File: config.mk
export PLATFORM = sky130hd
export DESIGN_NAME = pmc_power_ctrl
export DESIGN_NICKNAME = d
export VERILOG_FILES = /design/src/hw/pmc_pkg.sv /design/src/hw/pmc_wake_edge.sv /design/src/hw/pmc_power_ctrl.sv
export SDC_FILE = /design/constraint.sdc
export NUM_CORES = 1
export LEC_CHECK = 0
export ABC_CLOCK_PERIOD_IN_PS = 2000
export BUFFER_PORTS_ARGS = -buffer_cell sky130_fd_sc_hd__buf_2
export CORE_MARGIN = 2
export CORE_UTILIZATION = 30
export CTS_CLUSTER_DIAMETER = 80
export DETAILED_ROUTE_END_ITERATION = 8
export SYNTH_ARGS = -nofsm -noshare
export SYNTH_HDL_FRONTEND = slang
export SYNTH_HIERARCHICAL = 1
export SYNTH_SLANG_ARGS = --single-unit
File: constraint.sdc
create_clock -name core_clk -period 2 [get_ports core_clk]
set_input_delay 0.4 -clock core_clk [delete_from_list [all_inputs] [get_ports core_clk]]
set_output_delay 0.4 -clock core_clk [all_outputs]
set_load 0.05 [all_outputs]
File: src/hw/pmc_pkg.sv
// package: register layout, reset values and timing counts of the power mode controller
package pmc_pkg;
   // apb byte offset of the power control register
   localparam logic [7:0] PWR_CTRL_OFF = 8'h00;
   // read-only status word: mode, settling, wake cause
   localparam logic [7:0] PWR_STAT_OFF = 8'h04;
   // field positions in power_control_reg
   localparam int BAUD_DOUBLE_POS = 7;
   localparam int FRAME_ERR_SEL_POS = 6;
   localparam int RSVD_POS = 5;
   localparam int POWER_ON_FLAG_POS = 4;
   localparam int GEN_FLAG_HI_POS = 3;
   localparam int GEN_FLAG_LO_POS = 2;
   localparam int POWERDOWN_POS = 1;
   localparam int IDLE_POS = 0;
   // reset value: power-on flag set, everything else clear
   localparam logic [7:0] PWR_CTRL_RST = 8'h10;
   // bits that software can write; bit 5 stays zero
   localparam logic [7:0] PWR_CTRL_WMASK = 8'hDF;
   // clock figures
   localparam int CLK_FREQ_HZ = 50000000;
   localparam int SETTLE_COUNTS = 32768;
   localparam int RESET_IDLE_CLOCKS = 24;
   localparam int RESET_PD_MS = 10;
   localparam int RESET_PD_CYCLES = RESET_PD_MS * (CLK_FREQ_HZ / 1000);
   localparam int PD_GUARD_US = 4;
   localparam int PD_GUARD_CYCLES = PD_GUARD_US * (CLK_FREQ_HZ / 1000000);
   // execution resumes here after a reset wake-up
   localparam logic [15:0] RESET_VECTOR = 16'h0000;
   // number of wake pins: four irq, receive, two counters
   localparam int WAKE_PINS = 7;
   typedef enum logic [1:0] {PMC_RUN, PMC_IDLE, PMC_PDOWN, PMC_SETTLE} pmc_state_t;
endpackage : pmc_pkg

File: src/hw/pmc_wake_edge.sv
// module: falling-edge detector for one wake pin
`timescale 1ns/1ns
module pmc_wake_edge
(
   input wire logic core_clk,
   input wire logic rst,
   input wire logic pin,
   output logic fall
);
   logic prev_r;

   // previous level; pins are already synchronous
   always_ff @(posedge core_clk)
   begin
      if (rst)
         prev_r <= 1'b1;
      else
         prev_r <= pin;
   end

   // one-cycle pulse on a high to low step
   assign fall = prev_r & ~pin;
endmodule : pmc_wake_edge

File: src/hw/pmc_power_ctrl.sv
// module: power mode controller with apb access to the power control register
//
// The implementer's own choices: the placing of the registers and the APB register port.
`timescale 1ns/1ns
// How it works
// - bit 7 set doubles serial baud rate in modes 1, 2, 3.
// - bit 6 selects frame error or mode role for serial control bit 7.
// - power-on flag set by power cycle, cleared only by software write.
// - general flags 3 and 2 are read/write and survive idle.
// - setting idle bit ends execution; cpu clock gated, peripherals clocked.
// - cpu state and port pins frozen while idle.
// - address latch and program read strobes held high in idle.
// - enabled interrupt in idle clears idle bit and resumes execution.
// - reset pin high 24 clocks resets and leaves idle.
// - setting powerdown bit stops oscillator and flash; state retained.
// - power-down exits by reset, four irq pins, receive, two counters.
// - reset wake-up starts at 0x0000; reset held at least 10 ms (code fires after 24 clocks high in power-down too).
// - falling edge on enabled wake pin restarts oscillator, starts counter.
// - cpu clock blocked until 32768 counts, then vector to interrupt.
module pmc_power_ctrl
#(
   parameter int SETTLE_CNT = pmc_pkg::SETTLE_COUNTS,
   parameter int RST_IDLE_CNT = pmc_pkg::RESET_IDLE_CLOCKS
)
(
   input wire logic core_clk,
   input wire logic rst,
   // apb slave
   input wire logic psel,
   input wire logic penable,
   input wire logic pwrite,
   input wire logic [7:0] paddr,
   input wire logic [31:0] pwdata,
   output logic [31:0] prdata,
   output logic pready,
   output logic pslverr,
   // device reset pin and power-cycle indication
   input wire logic reset_pin,
   input wire logic power_cycle,
   // wake sources: ext_irq_pin_0..3, serial receive, counter_input_0/1
   input wire logic ext_irq_pin_0,
   input wire logic ext_irq_pin_1,
   input wire logic ext_irq_pin_2,
   input wire logic ext_irq_pin_3,
   input wire logic rx_pin,
   input wire logic counter_input_0,
   input wire logic counter_input_1,
   input wire logic [6:0] wake_enable,
   // interrupt controller view
   input wire logic irq_pending,
   // clocking and core control
   output logic cpu_clk_en,
   output logic periph_clk_en,
   output logic osc_en,
   output logic flash_en,
   output logic core_hold,
   output logic port_hold,
   output logic ale_force_high,
   output logic prog_store_read_strobe_force_high,
   output logic core_reset,
   output logic [15:0] restart_vector,
   output logic wake_vector_req,
   output logic [6:0] wake_source,
   output logic baud_double_bit,
   output logic frame_error_select_bit,
   output logic general_flag_hi,
   output logic general_flag_lo
);
   logic [7:0] power_control_reg_r;
   pmc_pkg::pmc_state_t state_r;
   logic [15:0] settle_cnt_r;
   logic [4:0] rst_cnt_r;
   logic core_reset_r;
   logic [6:0] wake_src_r;
   logic wake_req_r;
   logic [31:0] prdata_r;
   logic [6:0] wake_pins;
   logic [6:0] wake_fall;
   logic wr_ctrl;
   logic rd_en;
   logic wake_edge;
   logic settle_done;
   logic [7:0] wdata8;

   assign wake_pins = {counter_input_1, counter_input_0, rx_pin, ext_irq_pin_3,
                       ext_irq_pin_2, ext_irq_pin_1, ext_irq_pin_0};

   // one edge detector per wake pin
   genvar gi;
   generate
      for (gi = 0; gi < pmc_pkg::WAKE_PINS; gi++)
      begin : g_wake
         pmc_wake_edge u_edge
         (
            .core_clk(core_clk),
            .rst(rst),
            .pin(wake_pins[gi]),
            .fall(wake_fall[gi])
         );
      end
   endgenerate

   // apb decode: zero wait states, unmapped reads give zero
   assign pready = 1'b1;
   assign pslverr = 1'b0;
   assign wr_ctrl = psel & penable & pwrite & (paddr == pmc_pkg::PWR_CTRL_OFF);
   assign rd_en = psel & ~penable & ~pwrite;
   assign wdata8 = pwdata[7:0] & pmc_pkg::PWR_CTRL_WMASK; // bit 5 ignored
   assign wake_edge = |(wake_fall & wake_enable); // only enabled pins wake
   assign settle_done = (settle_cnt_r == 16'(SETTLE_CNT - 1));

   // reset pin must stay high for the full count before reset fires
   always_ff @(posedge core_clk)
   begin
      if (rst || !reset_pin)
         rst_cnt_r <= '0;
      else if (rst_cnt_r != 5'(RST_IDLE_CNT))
         rst_cnt_r <= rst_cnt_r + 5'h01;
   end

   // reset pulse after 24 clocks high; oscillator runs in idle
   always_ff @(posedge core_clk)
   begin
      if (rst)
         core_reset_r <= 1'b1;
      else
         core_reset_r <= reset_pin && (rst_cnt_r >= 5'(RST_IDLE_CNT - 1));
   end

   // power control register
   always_ff @(posedge core_clk)
   begin
      if (rst)
         power_control_reg_r <= pmc_pkg::PWR_CTRL_RST;
      else
      begin
         if (wr_ctrl)
            power_control_reg_r <= wdata8; // flags written freely
         // power-on flag: set wins over a clearing write
         if (power_cycle)
            power_control_reg_r[pmc_pkg::POWER_ON_FLAG_POS] <= 1'b1;
         // hardware clears mode bits on wake; flags untouched
         if ((state_r == pmc_pkg::PMC_IDLE) && irq_pending)
            power_control_reg_r[pmc_pkg::IDLE_POS] <= 1'b0;
         if ((state_r == pmc_pkg::PMC_SETTLE) && settle_done)
         begin
            power_control_reg_r[pmc_pkg::POWERDOWN_POS] <= 1'b0;
            power_control_reg_r[pmc_pkg::IDLE_POS] <= 1'b0;
         end
         // core reset drops both modes, keeps power-on flag
         if (core_reset_r)
            power_control_reg_r[1:0] <= 2'b00;
      end
   end

   // mode sequencing
   always_ff @(posedge core_clk)
   begin
      if (rst || core_reset_r)
         state_r <= pmc_pkg::PMC_RUN; // reset wakes from any mode
      else
      begin
         case (state_r)
            pmc_pkg::PMC_RUN:
            begin
               // the write is the last instruction run
               if (wr_ctrl && wdata8[pmc_pkg::POWERDOWN_POS])
                  state_r <= pmc_pkg::PMC_PDOWN; // powerdown wins
               else if (wr_ctrl && wdata8[pmc_pkg::IDLE_POS])
                  state_r <= pmc_pkg::PMC_IDLE;
            end
            pmc_pkg::PMC_IDLE:
               if (irq_pending)
                  state_r <= pmc_pkg::PMC_RUN;
            pmc_pkg::PMC_PDOWN:
               if (wake_edge)
                  state_r <= pmc_pkg::PMC_SETTLE;
            pmc_pkg::PMC_SETTLE:
               if (settle_done)
                  state_r <= pmc_pkg::PMC_RUN;
            default:
               state_r <= pmc_pkg::PMC_RUN;
         endcase
      end
   end

   // settling counter, runs only while the restarted oscillator settles
   always_ff @(posedge core_clk)
   begin
      if (rst || state_r != pmc_pkg::PMC_SETTLE)
         settle_cnt_r <= '0;
      else if (!settle_done)
         settle_cnt_r <= settle_cnt_r + 16'h0001;
   end

   // latch wake cause and request the matching interrupt vector
   always_ff @(posedge core_clk)
   begin
      if (rst)
      begin
         wake_src_r <= '0;
         wake_req_r <= 1'b0;
      end
      else
      begin
         if (state_r == pmc_pkg::PMC_PDOWN && wake_edge)
            wake_src_r <= wake_fall & wake_enable;
         // vector only once the clock is released
         wake_req_r <= (state_r == pmc_pkg::PMC_SETTLE) && settle_done;
      end
   end

   // apb read data, taken in setup so it stands through access
   always_ff @(posedge core_clk)
   begin
      if (rst)
         prdata_r <= '0;
      else if (rd_en)
      begin
         case (paddr)
            pmc_pkg::PWR_CTRL_OFF: prdata_r <= {24'h000000, power_control_reg_r};
            pmc_pkg::PWR_STAT_OFF: prdata_r <= {16'h0000, settle_cnt_r[15:9],
                                                wake_src_r, state_r};
            default: prdata_r <= '0;
         endcase
      end
   end
   assign prdata = prdata_r;

   // clock gating: peripherals run in idle, everything stops in power-down
   assign cpu_clk_en = (state_r == pmc_pkg::PMC_RUN);
   assign periph_clk_en = (state_r == pmc_pkg::PMC_RUN) || (state_r == pmc_pkg::PMC_IDLE);
   assign osc_en = (state_r != pmc_pkg::PMC_PDOWN);
   assign flash_en = (state_r == pmc_pkg::PMC_RUN) || (state_r == pmc_pkg::PMC_IDLE);
   // freeze core registers and pins; ram and sfrs retained
   assign core_hold = (state_r != pmc_pkg::PMC_RUN);
   assign port_hold = (state_r != pmc_pkg::PMC_RUN);
   // steady high strobes in idle
   assign ale_force_high = (state_r == pmc_pkg::PMC_IDLE);
   assign prog_store_read_strobe_force_high = (state_r == pmc_pkg::PMC_IDLE);
   assign core_reset = core_reset_r;
   assign restart_vector = pmc_pkg::RESET_VECTOR;
   assign wake_vector_req = wake_req_r;
   assign wake_source = wake_src_r;
   // serial port controls and general flags
   assign baud_double_bit = power_control_reg_r[pmc_pkg::BAUD_DOUBLE_POS];
   assign frame_error_select_bit = power_control_reg_r[pmc_pkg::FRAME_ERR_SEL_POS];
   assign general_flag_hi = power_control_reg_r[pmc_pkg::GEN_FLAG_HI_POS];
   assign general_flag_lo = power_control_reg_r[pmc_pkg::GEN_FLAG_LO_POS];
endmodule : pmc_power_ctrl

==> results of run 1 <==
cell families after synthesis:
family | count (synthesis)
mux | 15
simple gates | 112
other cells | 2
xor+xnor | 9
buf+inv | 60
flops | 62
compound gates | 55
fa+ha+maj | 3
where the power goes:
group          switching (uW)  internal [uW]
Sequential               3.75           1240
Combinational             201           57.4
Clock                     479            898
Total                     684           2200
Yosys cell counts (all sizes together), types with 2 or more instances:
cell type	instances	share of area, %
nor4	5	1.5
xor2	4	1.2
and3	4	0.85
ha	3	1.3
a32oi	9	2.7
or2	9	1.9
o31ai	2	0.51
mux2i	8	2.7
a22oi	9	2.3
or3	5	1.1
a31oi	2	0.42
conb	2	0.25
nand2	12	1.5
dfxtp	62	42
a311oi	2	0.59
nor2	37	4.7
clkbuf	11	1.4
mux2	7	2.7
and4b	2	0.68
and2b	7	2.1
nand4b	2	0.59
nand4	4	1.4
o21ai	6	1.0
inv	7	0.89
buf	42	10
and2	3	0.64
a32o	7	2.4
a21oi	11	1.9
xnor2	5	1.5
nor3	3	0.51
or4	4	1.0
or4b	2	0.68
nand3	8	1.5
flip-flops by register name, summed over array words and instances (netlist names):
signal / flops
rst_cnt_r: 5
power_control_reg_r: 7
g_wake.u_edge/prev_r: 7
settle_cnt_r: 16
wake_source: 7
wake_vector_req: 1
prdata: 16
core_reset: 1
state_r: 2
final timing paths:
| path | from | endpoint | slack [ns] | cells after the start |
|---|---|---|---|---|
| worst max-delay path | state_r[1]$_SDFFE_PP0P_ | cpu_clk_en | 0.22 | 4 |
| worst min-delay path | power_cycle | power_control_reg_r[4]$_SDFFE_PP1N_ | 0.23 | 3 |
| worst min register to register | prdata[8]$_SDFFE_PP0P_ | prdata[8]$_SDFFE_PP0P_ | 0.49 | 2 |
| worst max register to register | settle_cnt_r[3]$_SDFFE_PP0P_ | settle_cnt_r[11]$_SDFFE_PP0P_ | 0.26 | 4 |
metrics by stage:
step	hold WS [ns]	std cells
6_report	0.233	526
4_1_cts	0.219	526
5_1_grt	0.238	526
2_1_floorplan	0.439	350
3_3_place_gp	0.465	510
3_5_place_dp	0.468	510
area by class of cell:
| cell class | instances | area [um2] |
|---|---|---|
| inverter | 7 | 30.0 |
| timing repair buffer | 80 | 418 |
| tap | 133 | 166 |
| fill | 989 | 6080 |
| sequential | 62 | 1240 |
| multi-input combinational | 228 | 1460 |
| clock buffer | 13 | 159 |
| clock inverter | 3 | 90.1 |
layer usage:
metal,vias up,share of wire [%],global-route usage (%)
met5,-,0,0
li1,1206,-,-
met1,1128,44,15.8
met2,73,47,20.2
met3,9,7.3,5.65
met4,0,1.3,4.55
tightest hold or removal path: cells and delay by family:
kind                   cells  cell delay [ns]
AND/OR/NAND/NOR            2             0.07
buffers and inverters      1             0.07
==> out/qor.txt, run 1 <==
Seq/Total Area, Yosys = 42.1%
Count of routing violations after the opening detailed-route iteration = 128
Wire per inst = 12.5 um
Critical Path, Cell by Cell = inv_1, nand2_2, clkinvlp_4, buf_2
Slowest stage cell, crit path = dfxtp_1
Growth of design area from synthesis to finish = 20.7%
Count of final hold-check violations = 0
Mux cell area share after synthesis = 5.39%
Remaining DRCs = 0
Average instance area after synthesis = 9.28 um2
Slew at the pin closest to its max-slew limit = 0.489 ns
Xor-xnor portion of the synthesized cell area = 2.67%
Count of port buffers added during placement = 73
Nets = 453
Tot Pwr = 2880 uW
Number of vias after detailed routing = 2416
Number of global-route vias before repair = 2245
Total detailed-routing wirelength = 6570 um
Total half-perimeter wirelength after legalization and detailed placement = 4760 um
Largest delay share family, worst path = flip-flops
Area of the core = 9640 um2
Clock tree from TritonCTS = yes
Number of instances in the synthesized netlist = 318
Compound-gate portion of the synthesized area = 13.7%
Max incr delay on CP = 0.51 ns
Most frequent cells in the layout = buf_2 (73), dfxtp_1 (62), nor2_1 (37)
Pins Over Slew Limit = 0
Total inserted antenna cells = 0
Clock Tree Buf Depth = 2
Maximum VDD drop = 336 uV
Share of synthesized cell area in full adder, half adder and majority cells = 1.27%
Slew margin rel. = 66.6%
Number of resized instances in the post-cts repair step = 0
Prevailing post-synth register cell = dfxtp_1
Total CTS buffers = 9
Total die area = 10600 um2
Final clock period utilization by the worst path = 88.9%
Number of buffers inserted to repair setup after CTS = 0
Post-synth EDFFs = 0
Biggest fanout along the worst timing path = 10
Kind of end point of the critical path = output pin
Worst setup slack after layout = 0.222 ns
Standard cell area after detailed placement = 3310 um2
Die width = 103 um
Setup violators final = 0
Placer congestion estimate = 0.816
Share of final-layout standard cells stronger than drive strength 1 = 30.0%
Main combinational cell family by area after synthesis = simple AND/OR/NAND/NOR gates
Outcome = complete, no violations
Overall fraction of global-route tracks in use = 12.9%
Clk_lat worst skew = 0.34 ns
Highest Clock Rate = 562 MHz
Number of H-tree levels = 3
Pre-Repair DR Iteration Count = 6
Total non-filler cell area in the finished layout = 3560 um2
Final min period = 1.78 ns
Cell at the root of the clock tree = clkbuf_8
Most common cell after layout, fill and taps aside = buf_2
Synth unique cells = 51
Global-route wire length before repair = 10600 um
CP Data Arrival Time = 1.38 ns
Static leakage power = 0.00154 uW
Initial antenna violation count = 1
Starting density of the core = 30.6%
Classification of the worst-slack hold path = input pin to flip-flop
Synth warnings = 6
Kind of start point of the critical path = flip-flop
Clock skew after layout = 0.00988 ns
Final core utilization = 36.9%
Pwr/cell area = 810 nW/um2
Worst setup slack after placement = 0.127 ns
# hold bufs at CTS = 0
Leftover overflow at the end of global routing = 0
Row count = 36
Buffers plus inverters on the worst setup path = 3
Mean number of vias per cell = 4.59
Largest net degree at the start of global routing = 23
Required @ worst endpoint = 1.60 ns
Setup_tns = 0 ns
Synthesized area = 2950 um2
Critical setup path kind = flip-flop to output pin
Number of max-cap violations = 0
Number of flip-flops and latches in the synthesized netlist = 62
TritonCTS sink count = 62
Unrepaired setup endpoints after global routing = false
Final ANT Viol Nets = 0
Clock transition time at the flip-flop clock pins of the worst setup and hold paths = 0.06 ns
Simple-Gate Fraction of Synth Area = 21.9%
Die extent in y = 103 um
Share of async-settable or async-resettable flops after synthesis = 0%
Top-level port count = 133
No activity file was read; power rests on OpenSTA's default activity.
==> run 2: changes to the inputs <==
--- a/config.mk
+++ b/config.mk
@@ -7,10 +7,13 @@
 export LEC_CHECK = 0
 export ABC_CLOCK_PERIOD_IN_PS = 2000
 export BUFFER_PORTS_ARGS = -buffer_cell sky130_fd_sc_hd__buf_2
+export CELL_PAD_IN_SITES_DETAIL_PLACEMENT = 1
+export CELL_PAD_IN_SITES_GLOBAL_PLACEMENT = 2
 export CORE_MARGIN = 2
-export CORE_UTILIZATION = 30
+export CORE_UTILIZATION = 26
 export CTS_CLUSTER_DIAMETER = 80
 export DETAILED_ROUTE_END_ITERATION = 8
+export PLACE_DENSITY_LB_ADDON = 0.1
 export SYNTH_ARGS = -nofsm -noshare
 export SYNTH_HDL_FRONTEND = slang
 export SYNTH_HIERARCHICAL = 1
==> run 2 against run 1 <==
Compared with the run above:
- fmax is 2.0% higher
- critical path depth unchanged
- combinational power barely moved
- count of clock-buffer cells in the layout up 1
- design area up 2.7%
- global-route usage is 0.12 points higher
- sequential share of layout area decreased by 0.92 points
- routed wire length up 18%
- worst setup slack better by 0.034 ns
- via count grew 1.9%
- critical path type unchanged
==> out/qor.txt, run 2 (synthesized netlist as in run 1, its figures left out) <==
Outcome = complete, no violations
Biggest fanout along the worst timing path = 9 (-1)
Unrepaired setup endpoints after global routing = false
Count of port buffers added during placement = 73 (unchanged)
Share of final-layout standard cells stronger than drive strength 1 = 30.6% (+0.61 points)
Total half-perimeter wirelength after legalization and detailed placement = 5800 um (+22%)
TritonCTS sink count = 62 (unchanged)
Clock skew after layout = 0.00653 ns (-0.00335 ns)
Most common cell after layout, fill and taps aside = buf_2
Count of final hold-check violations = 0 (unchanged)
Nets = 455 (+0.44%)
Final min period = 1.74 ns (-0.0343 ns)
Final-layout fill cell count = 1322 (+34%)
Largest net degree at the start of global routing = 23 (unchanged)
Pre-Repair DR Iteration Count = 4 (-2)
Final ANT Viol Nets = 0 (unchanged)
Number of resized instances in the post-cts repair step = 0 (unchanged)
Total die area = 12200 um2 (+15%)
Clock Tree Buf Depth = 2 (unchanged)
Row count = 38 (+5.6%)
Total inserted antenna cells = 0 (unchanged)
Slew margin rel. = 60.3% (-6.2 points)
Number of buffers inserted to repair setup after CTS = 0 (unchanged)
Initial antenna violation count = 0 (-1)
Kind of end point of the critical path = output pin
Storage element area = 1240 um2 (unchanged)
Clock transition time at the flip-flop clock pins of the worst setup and hold paths = 0.05 ns (about the same)
Most frequent cells in the layout = buf_2 (73), dfxtp_1 (62), nor2_1 (37)
Growth of design area from synthesis to finish = 23.9%
Area of the core = 10900 um2 (+13%)
Die extent in y = 111 um (+7.1%)
Setup violators final = 0 (unchanged)
Wire per inst = 14.5 um (+16%)
Count of routing violations after the opening detailed-route iteration = 70 (-45%)
Clock tree from TritonCTS = yes
Total detailed-routing wirelength = 7740 um (+18%)
Cell at the root of the clock tree = clkbuf_16
Required @ worst endpoint = 1.60 ns (about the same)
Top-level port count = 133 (unchanged)
Total CTS buffers = 9 (unchanged)
Number of max-cap violations = 0 (unchanged)
Final clock period utilization by the worst path = 87.2% (-1.7 points)
# hold bufs at CTS = 0 (unchanged)
Setup_tns = 0 ns (unchanged)
Placer congestion estimate = 0.689 (-16%)
Pwr/cell area = 866 nW/um2 (+6.9%)
Starting density of the core = 27.0% (-3.6 points)
Static leakage power = 0.00158 uW (+2.6%)
CP Data Arrival Time = 1.34 ns (-0.04 ns)
Leftover overflow at the end of global routing = 0 (unchanged)
Number of global-route vias before repair = 2452 (+9.2%)
Critical setup path kind = flip-flop to output pin
Area of the multi-input gates = 1460 um2 (unchanged)
Slew at the pin closest to its max-slew limit = 0.580 ns (+0.0913 ns)
Overall fraction of global-route tracks in use = 13.0% (+0.12 points)
Mean number of vias per cell = 4.60 (+0.23%)
Clk_lat worst skew = 0.33 ns (about the same)
Tot Pwr = 3170 uW (+9.8%)
Classification of the worst-slack hold path = input pin to flip-flop
Number of H-tree levels = 3 (unchanged)
Number of vias after detailed routing = 2463 (+1.9%)
Remaining DRCs = 0 (unchanged)
Pins Over Slew Limit = 0 (unchanged)
Maximum VDD drop = 484 uV (+44%)
Die width = 111 um (+7.1%)
Highest Clock Rate = 574 MHz (+2.0%)
Kind of start point of the critical path = flip-flop
Global-route wire length before repair = 12700 um (+19%)
[run 2: cell types whose count changed in the layout (fill, tap and decap cells not counted)]
cell and change:
clkbuf_16 +9, clkbuf_8 -7, buf_4 +2, bufinv_16 -2, clkbuf_1 -1, clkinvlp_4 +1
[run 2: area by class of cell]
class	instances	share of cell area, %
multi-input cells	228	39.8
flip-flops and latches	62	33.9
repair buffers	82	11.8
clock buffers	14	7.77
well taps	140	4.79
clock inverters	2	1.03
inverters	7	0.821
[run 2: per-stage QoR]
step / std cells / cell area (um2) / util [%] / setup WS, ns / hold slack (ns)
global placement: 519 / 3330 / 30.5 / 0.124 / 0.457
global route: 535 / 3660 / 33.4 / 0.111 / 0.259
floorplan: 350 / 3080 / - / 0.0253 / 0.439
finish: 535 / 3660 / 33.4 / 0.256 / 0.258
CTS: 535 / 3660 / 33.4 / 0.219 / 0.250
detailed placement: 519 / 3330 / 30.5 / 0.121 / 0.465
[run 2: final timing paths]
| kind | slack, ns | start | end | cells past startpoint |
|---|---|---|---|---|
| setup / recovery | 0.26 | state_r[0]$_SDFFE_PP0P_ | cpu_clk_en | 4 |
| hold / removal | 0.26 | power_cycle | power_control_reg_r[4]$_SDFFE_PP1N_ | 3 |
| setup reg to reg | 0.27 | settle_cnt_r[3]$_SDFFE_PP0P_ | settle_cnt_r[11]$_SDFFE_PP0P_ | 4 |
| hold reg to reg | 0.47 | power_control_reg_r[4]$_SDFFE_PP1N_ | power_control_reg_r[4]$_SDFFE_PP1N_ | 2 |
[run 2: worst max-delay path, cell delays in order, from the launching register on]
cell	delay, ns
dfxtp_1	0.46
inv_1	0.13
nand2_2	0.14
clkinvlp_4	0.08
buf_2	0.20
[run 2: where the power goes]
| part | internal [uW] | leakage, uW | total [uW] | switching (uW) |
|---|---|---|---|---|
| logic | 57.5 | 0.000928 | 260 | 203 |
| clock network | 1100 | 0.000155 | 1660 | 556 |
| registers | 1250 | 0.000502 | 1250 | 3.84 |
| total | 2400 | 0.00158 | 3170 | 762 |
[run 2: per-layer routing]
metal	vias up	GRT usage (%)	wire (um)
met2	54	21.9	3830
met3	10	4.72	443
met5	-	0	0
met1	1191	15.2	3350
li1	1208	-	-
met4	0	4.75	112
==> run 3: changes to the inputs <==
--- a/config.mk
+++ b/config.mk
@@ -5,12 +5,13 @@
 export SDC_FILE = /design/constraint.sdc
 export NUM_CORES = 1
 export LEC_CHECK = 0
+export ABC_AREA = 1
 export ABC_CLOCK_PERIOD_IN_PS = 2000
 export BUFFER_PORTS_ARGS = -buffer_cell sky130_fd_sc_hd__buf_2
 export CELL_PAD_IN_SITES_DETAIL_PLACEMENT = 1
 export CELL_PAD_IN_SITES_GLOBAL_PLACEMENT = 2
 export CORE_MARGIN = 2
-export CORE_UTILIZATION = 26
+export CORE_UTILIZATION = 25
 export CTS_CLUSTER_DIAMETER = 80
 export DETAILED_ROUTE_END_ITERATION = 8
 export PLACE_DENSITY_LB_ADDON = 0.1
==> run 3 against run 2 <==
Compared with the run above:
- routed wire length increased by 7.5%
- combinational power increased by 32%
- design area is 7.6% higher
- clock skew decreased by 0.0031 ns
- worst setup slack got worse by 0.039 ns
- clock power hardly changed
- utilization decreased by 2.0 points
- die area increased by 12%
==> out/qor.txt, run 3 <==
Outcome = complete, no violations
Critical setup path kind = flip-flop to output pin
Cell at the root of the clock tree = clkbuf_16
Overall fraction of global-route tracks in use = 12.7% (-0.29 points)
Relative contribution of combinational cells to total power = 10.5% (+2.3 points)
Number of global-route vias before repair = 2711 (+11%)
Number of flip-flops and latches in the synthesized netlist = 62 (unchanged)
Share of synthesized cell area in full adder, half adder and majority cells = 1.18% (-0.092 points)
Largest net degree at the start of global routing = 33 (+43%)
Most frequent cells in the layout = nand2_1 (97), buf_2 (73), dfxtp_1 (62)
Most common cell after layout, fill and taps aside = nand2_1
Classification of the worst-slack hold path = input pin to flip-flop
Share of async-settable or async-resettable flops after synthesis = 0% (unchanged)
Growth of design area from synthesis to finish = 23.7%
Clock Tree Buf Depth = 2 (unchanged)
Final min period = 1.78 ns (+0.0385 ns)
Maximum VDD drop = 435 uV (-10%)
Prevailing post-synth register cell = dfxtp_1
Highest Clock Rate = 561 MHz (-2.2%)
Most frequent cell after synthesis = nand2_1
Main combinational cell family by area after synthesis = simple AND/OR/NAND/NOR gates
Pwr/cell area = 835 nW/um2 (-3.6%)
Number of resized instances in the post-cts repair step = 0 (unchanged)
Synthesized area = 3180 um2 (+7.8%)
Row count = 41 (+7.9%)
Post-synth EDFFs = 0 (unchanged)
Largest cells by area after synthesis = dfxtp_1 (39%), nand2_1 (11%), buf_4 (8.7%), inv_1 (6.7%), a21oi_1 (4.9%)
Clk_lat worst skew = 0.33 ns (about the same)
Total inserted antenna cells = 0 (unchanged)
Cell type with the highest aggregate area in the netlist = dfxtp_1
Placer congestion estimate = 0.750 (+8.8%)
Simple-Gate Fraction of Synth Area = 28.8% (+7.0 points)
Total die area = 13600 um2 (+12%)
Seq/Total Area, Yosys = 39.0% (-3.0 points)
# hold bufs at CTS = 0 (unchanged)
Static leakage power = 0.00188 uW (+19%)
Synth unique cells = 37 (-27%)
Setup violators final = 0 (unchanged)
Total detailed-routing wirelength = 8320 um (+7.5%)
Setup_tns = 0 ns (unchanged)
Compound-gate portion of the synthesized area = 11.6% (-2.1 points)
Total CTS buffers = 9 (unchanged)
Area of the core = 12500 um2 (+14%)
CP Data Arrival Time = 1.38 ns (+0.04 ns)
Clock transition time at the flip-flop clock pins of the worst setup and hold paths = 0.05 ns (about the same)
Number of H-tree levels = 3 (unchanged)
Global-route wire length before repair = 13200 um (+3.9%)
Leading post-synthesis cells by instance count = nand2_1 (97), dfxtp_1 (62), inv_1 (57)
Top-level port count = 133 (unchanged)
Die width = 117 um (+5.7%)
Net switching share of the total power = 26.0% (+2.0 points)
Count of final hold-check violations = 0 (unchanged)
Internal Pwr Total = 2430 uW (+1.0%)
Initial antenna violation count = 0 (unchanged)
Clock network fraction of design power = 50.7% (-1.6 points)
Final ANT Viol Nets = 0 (unchanged)
Number of instances in the synthesized netlist = 443 (+39%)
Starting density of the core = 25.4% (-1.6 points)
Number of max-cap violations = 0 (unchanged)
Synth warnings = 6 (unchanged)
Kind of start point of the critical path = flip-flop
Mean number of vias per cell = 4.10 (-11%)
Clock tree from TritonCTS = yes
Pre-Repair DR Iteration Count = 4 (unchanged)
Clock skew after layout = 0.00343 ns (-0.00310 ns)
Nets = 585 (+29%)
Worst setup slack after placement = 0.362 ns (+0.241 ns)
Final clock period utilization by the worst path = 89.1% (+1.9 points)
Kind of end point of the critical path = output pin
Number of vias after detailed routing = 2860 (+16%)
Net Switching = 855 uW (+12%)
Count of routing violations after the opening detailed-route iteration = 74 (+5.7%)
Sequential fraction of design power = 38.8% (-0.7 points)
Share of final-layout standard cells stronger than drive strength 1 = 25.3% (-5.3 points)
Xor-xnor portion of the synthesized cell area = 1.10% (-1.6 points)
Remaining DRCs = 0 (unchanged)
Mux cell area share after synthesis = 0% (-5.4 points)
Unrepaired setup endpoints after global routing = false
Number of buffers inserted to repair setup after CTS = 0 (unchanged)
Average instance area after synthesis = 7.18 um2 (-23%)
Die extent in y = 117 um (+5.7%)
Worst setup slack after layout = 0.218 ns (-0.0385 ns)
Leftover overflow at the end of global routing = 0 (unchanged)
Top cell type's share of synthesized area = 39.0% (-3.0 points)
Total half-perimeter wirelength after legalization and detailed placement = 6510 um (+12%)
TritonCTS sink count = 62 (unchanged)
Biggest fanout along the worst timing path = 6 (-3)
Pins Over Slew Limit = 0 (unchanged)
Required @ worst endpoint = 1.60 ns (about the same)
Count of port buffers added during placement = 73 (unchanged)
Wire per inst = 11.9 um (-17%)
run 3: changes by cell type in the layout (fill, tap and decap cells not counted), sizes merged, moves of 12 or more:
cell and delta:
a21oi +20, o21ai +13, nand3 +16, nor2 +12, inv +58, nand2 +94
run 3: worst paths after layout:
| path | start | end | slack (ns) | cells past startpoint |
|---|---|---|---|---|
| min | counter_input_1 | g_wake[6].u_edge/prev_r$_SDFF_PP1_ | 0.25 | 3 |
| min reg2reg | power_control_reg_r[0]$_SDFFE_PP0N_ | power_control_reg_r[0]$_SDFFE_PP0N_ | 0.47 | 2 |
| max | state_r[0]$_SDFFE_PP0P_ | ale_force_high | 0.22 | 3 |
| max reg2reg | settle_cnt_r[0]$_SDFFE_PP0P_ | power_control_reg_r[1]$_SDFFE_PP0N_ | 0.41 | 8 |
run 3: worst max-delay path: stages, from the launching register on:
cell     delay (ns)
dfxtp_1        0.51
inv_2          0.08
nor2_2         0.16
buf_2          0.29
run 3: final cells by class:
cell class | instances | area [um2]
fill | 1597 | 8580
multi-input combinational | 302 | 1490
sequential | 62 | 1240
timing repair buffer | 80 | 418
clock buffer | 14 | 284
inverter | 65 | 249
tap | 172 | 215
clock inverter | 2 | 37.5
run 3: kinds of logic (layout without fill, tap and decap cells):
logic type / after synthesis / count (layout)
AO/OA/AOI/OAI: 66 / 66
other: 2 / 34
adder cells (fa/ha/maj): 3 / 3
flip-flops: 62 / 62
buffers and inverters: 111 / 161
XOR/XNOR: 4 / 4
AND/OR/NAND/NOR: 195 / 195
run 3: power by group through the flow:
stage	Sequential, uW	Clock, uW	Combinational [uW]
finish	1270	1670	344
global route	1280	1780	373
CTS	1270	1740	347
detailed placement	1300	0	347
global placement	1300	0	345
floorplan	1360	0	261
run 3: metrics by stage:
step                total power [uW]  util, %  cells  instance area, um2  hold WS [ns]
finish                          3280     31.4    697                3930         0.250
floorplan                       1620        -    475                3300         0.433
detailed placement              1650     28.9    681                3610         0.460
global route                    3430     31.4    697                3930         0.254
global placement                1650     28.9    681                3610         0.450
CTS                             3360     31.4    697                3930         0.235
run 3: metal layers:
metal  track usage [%]  wire [um]  part of all wire (%)
met5                 0          0                     0
met4              5.18        133                   1.6
met3              4.02        471                   5.7
met2              21.2       3880                    47
met1              15.2       3830                    46
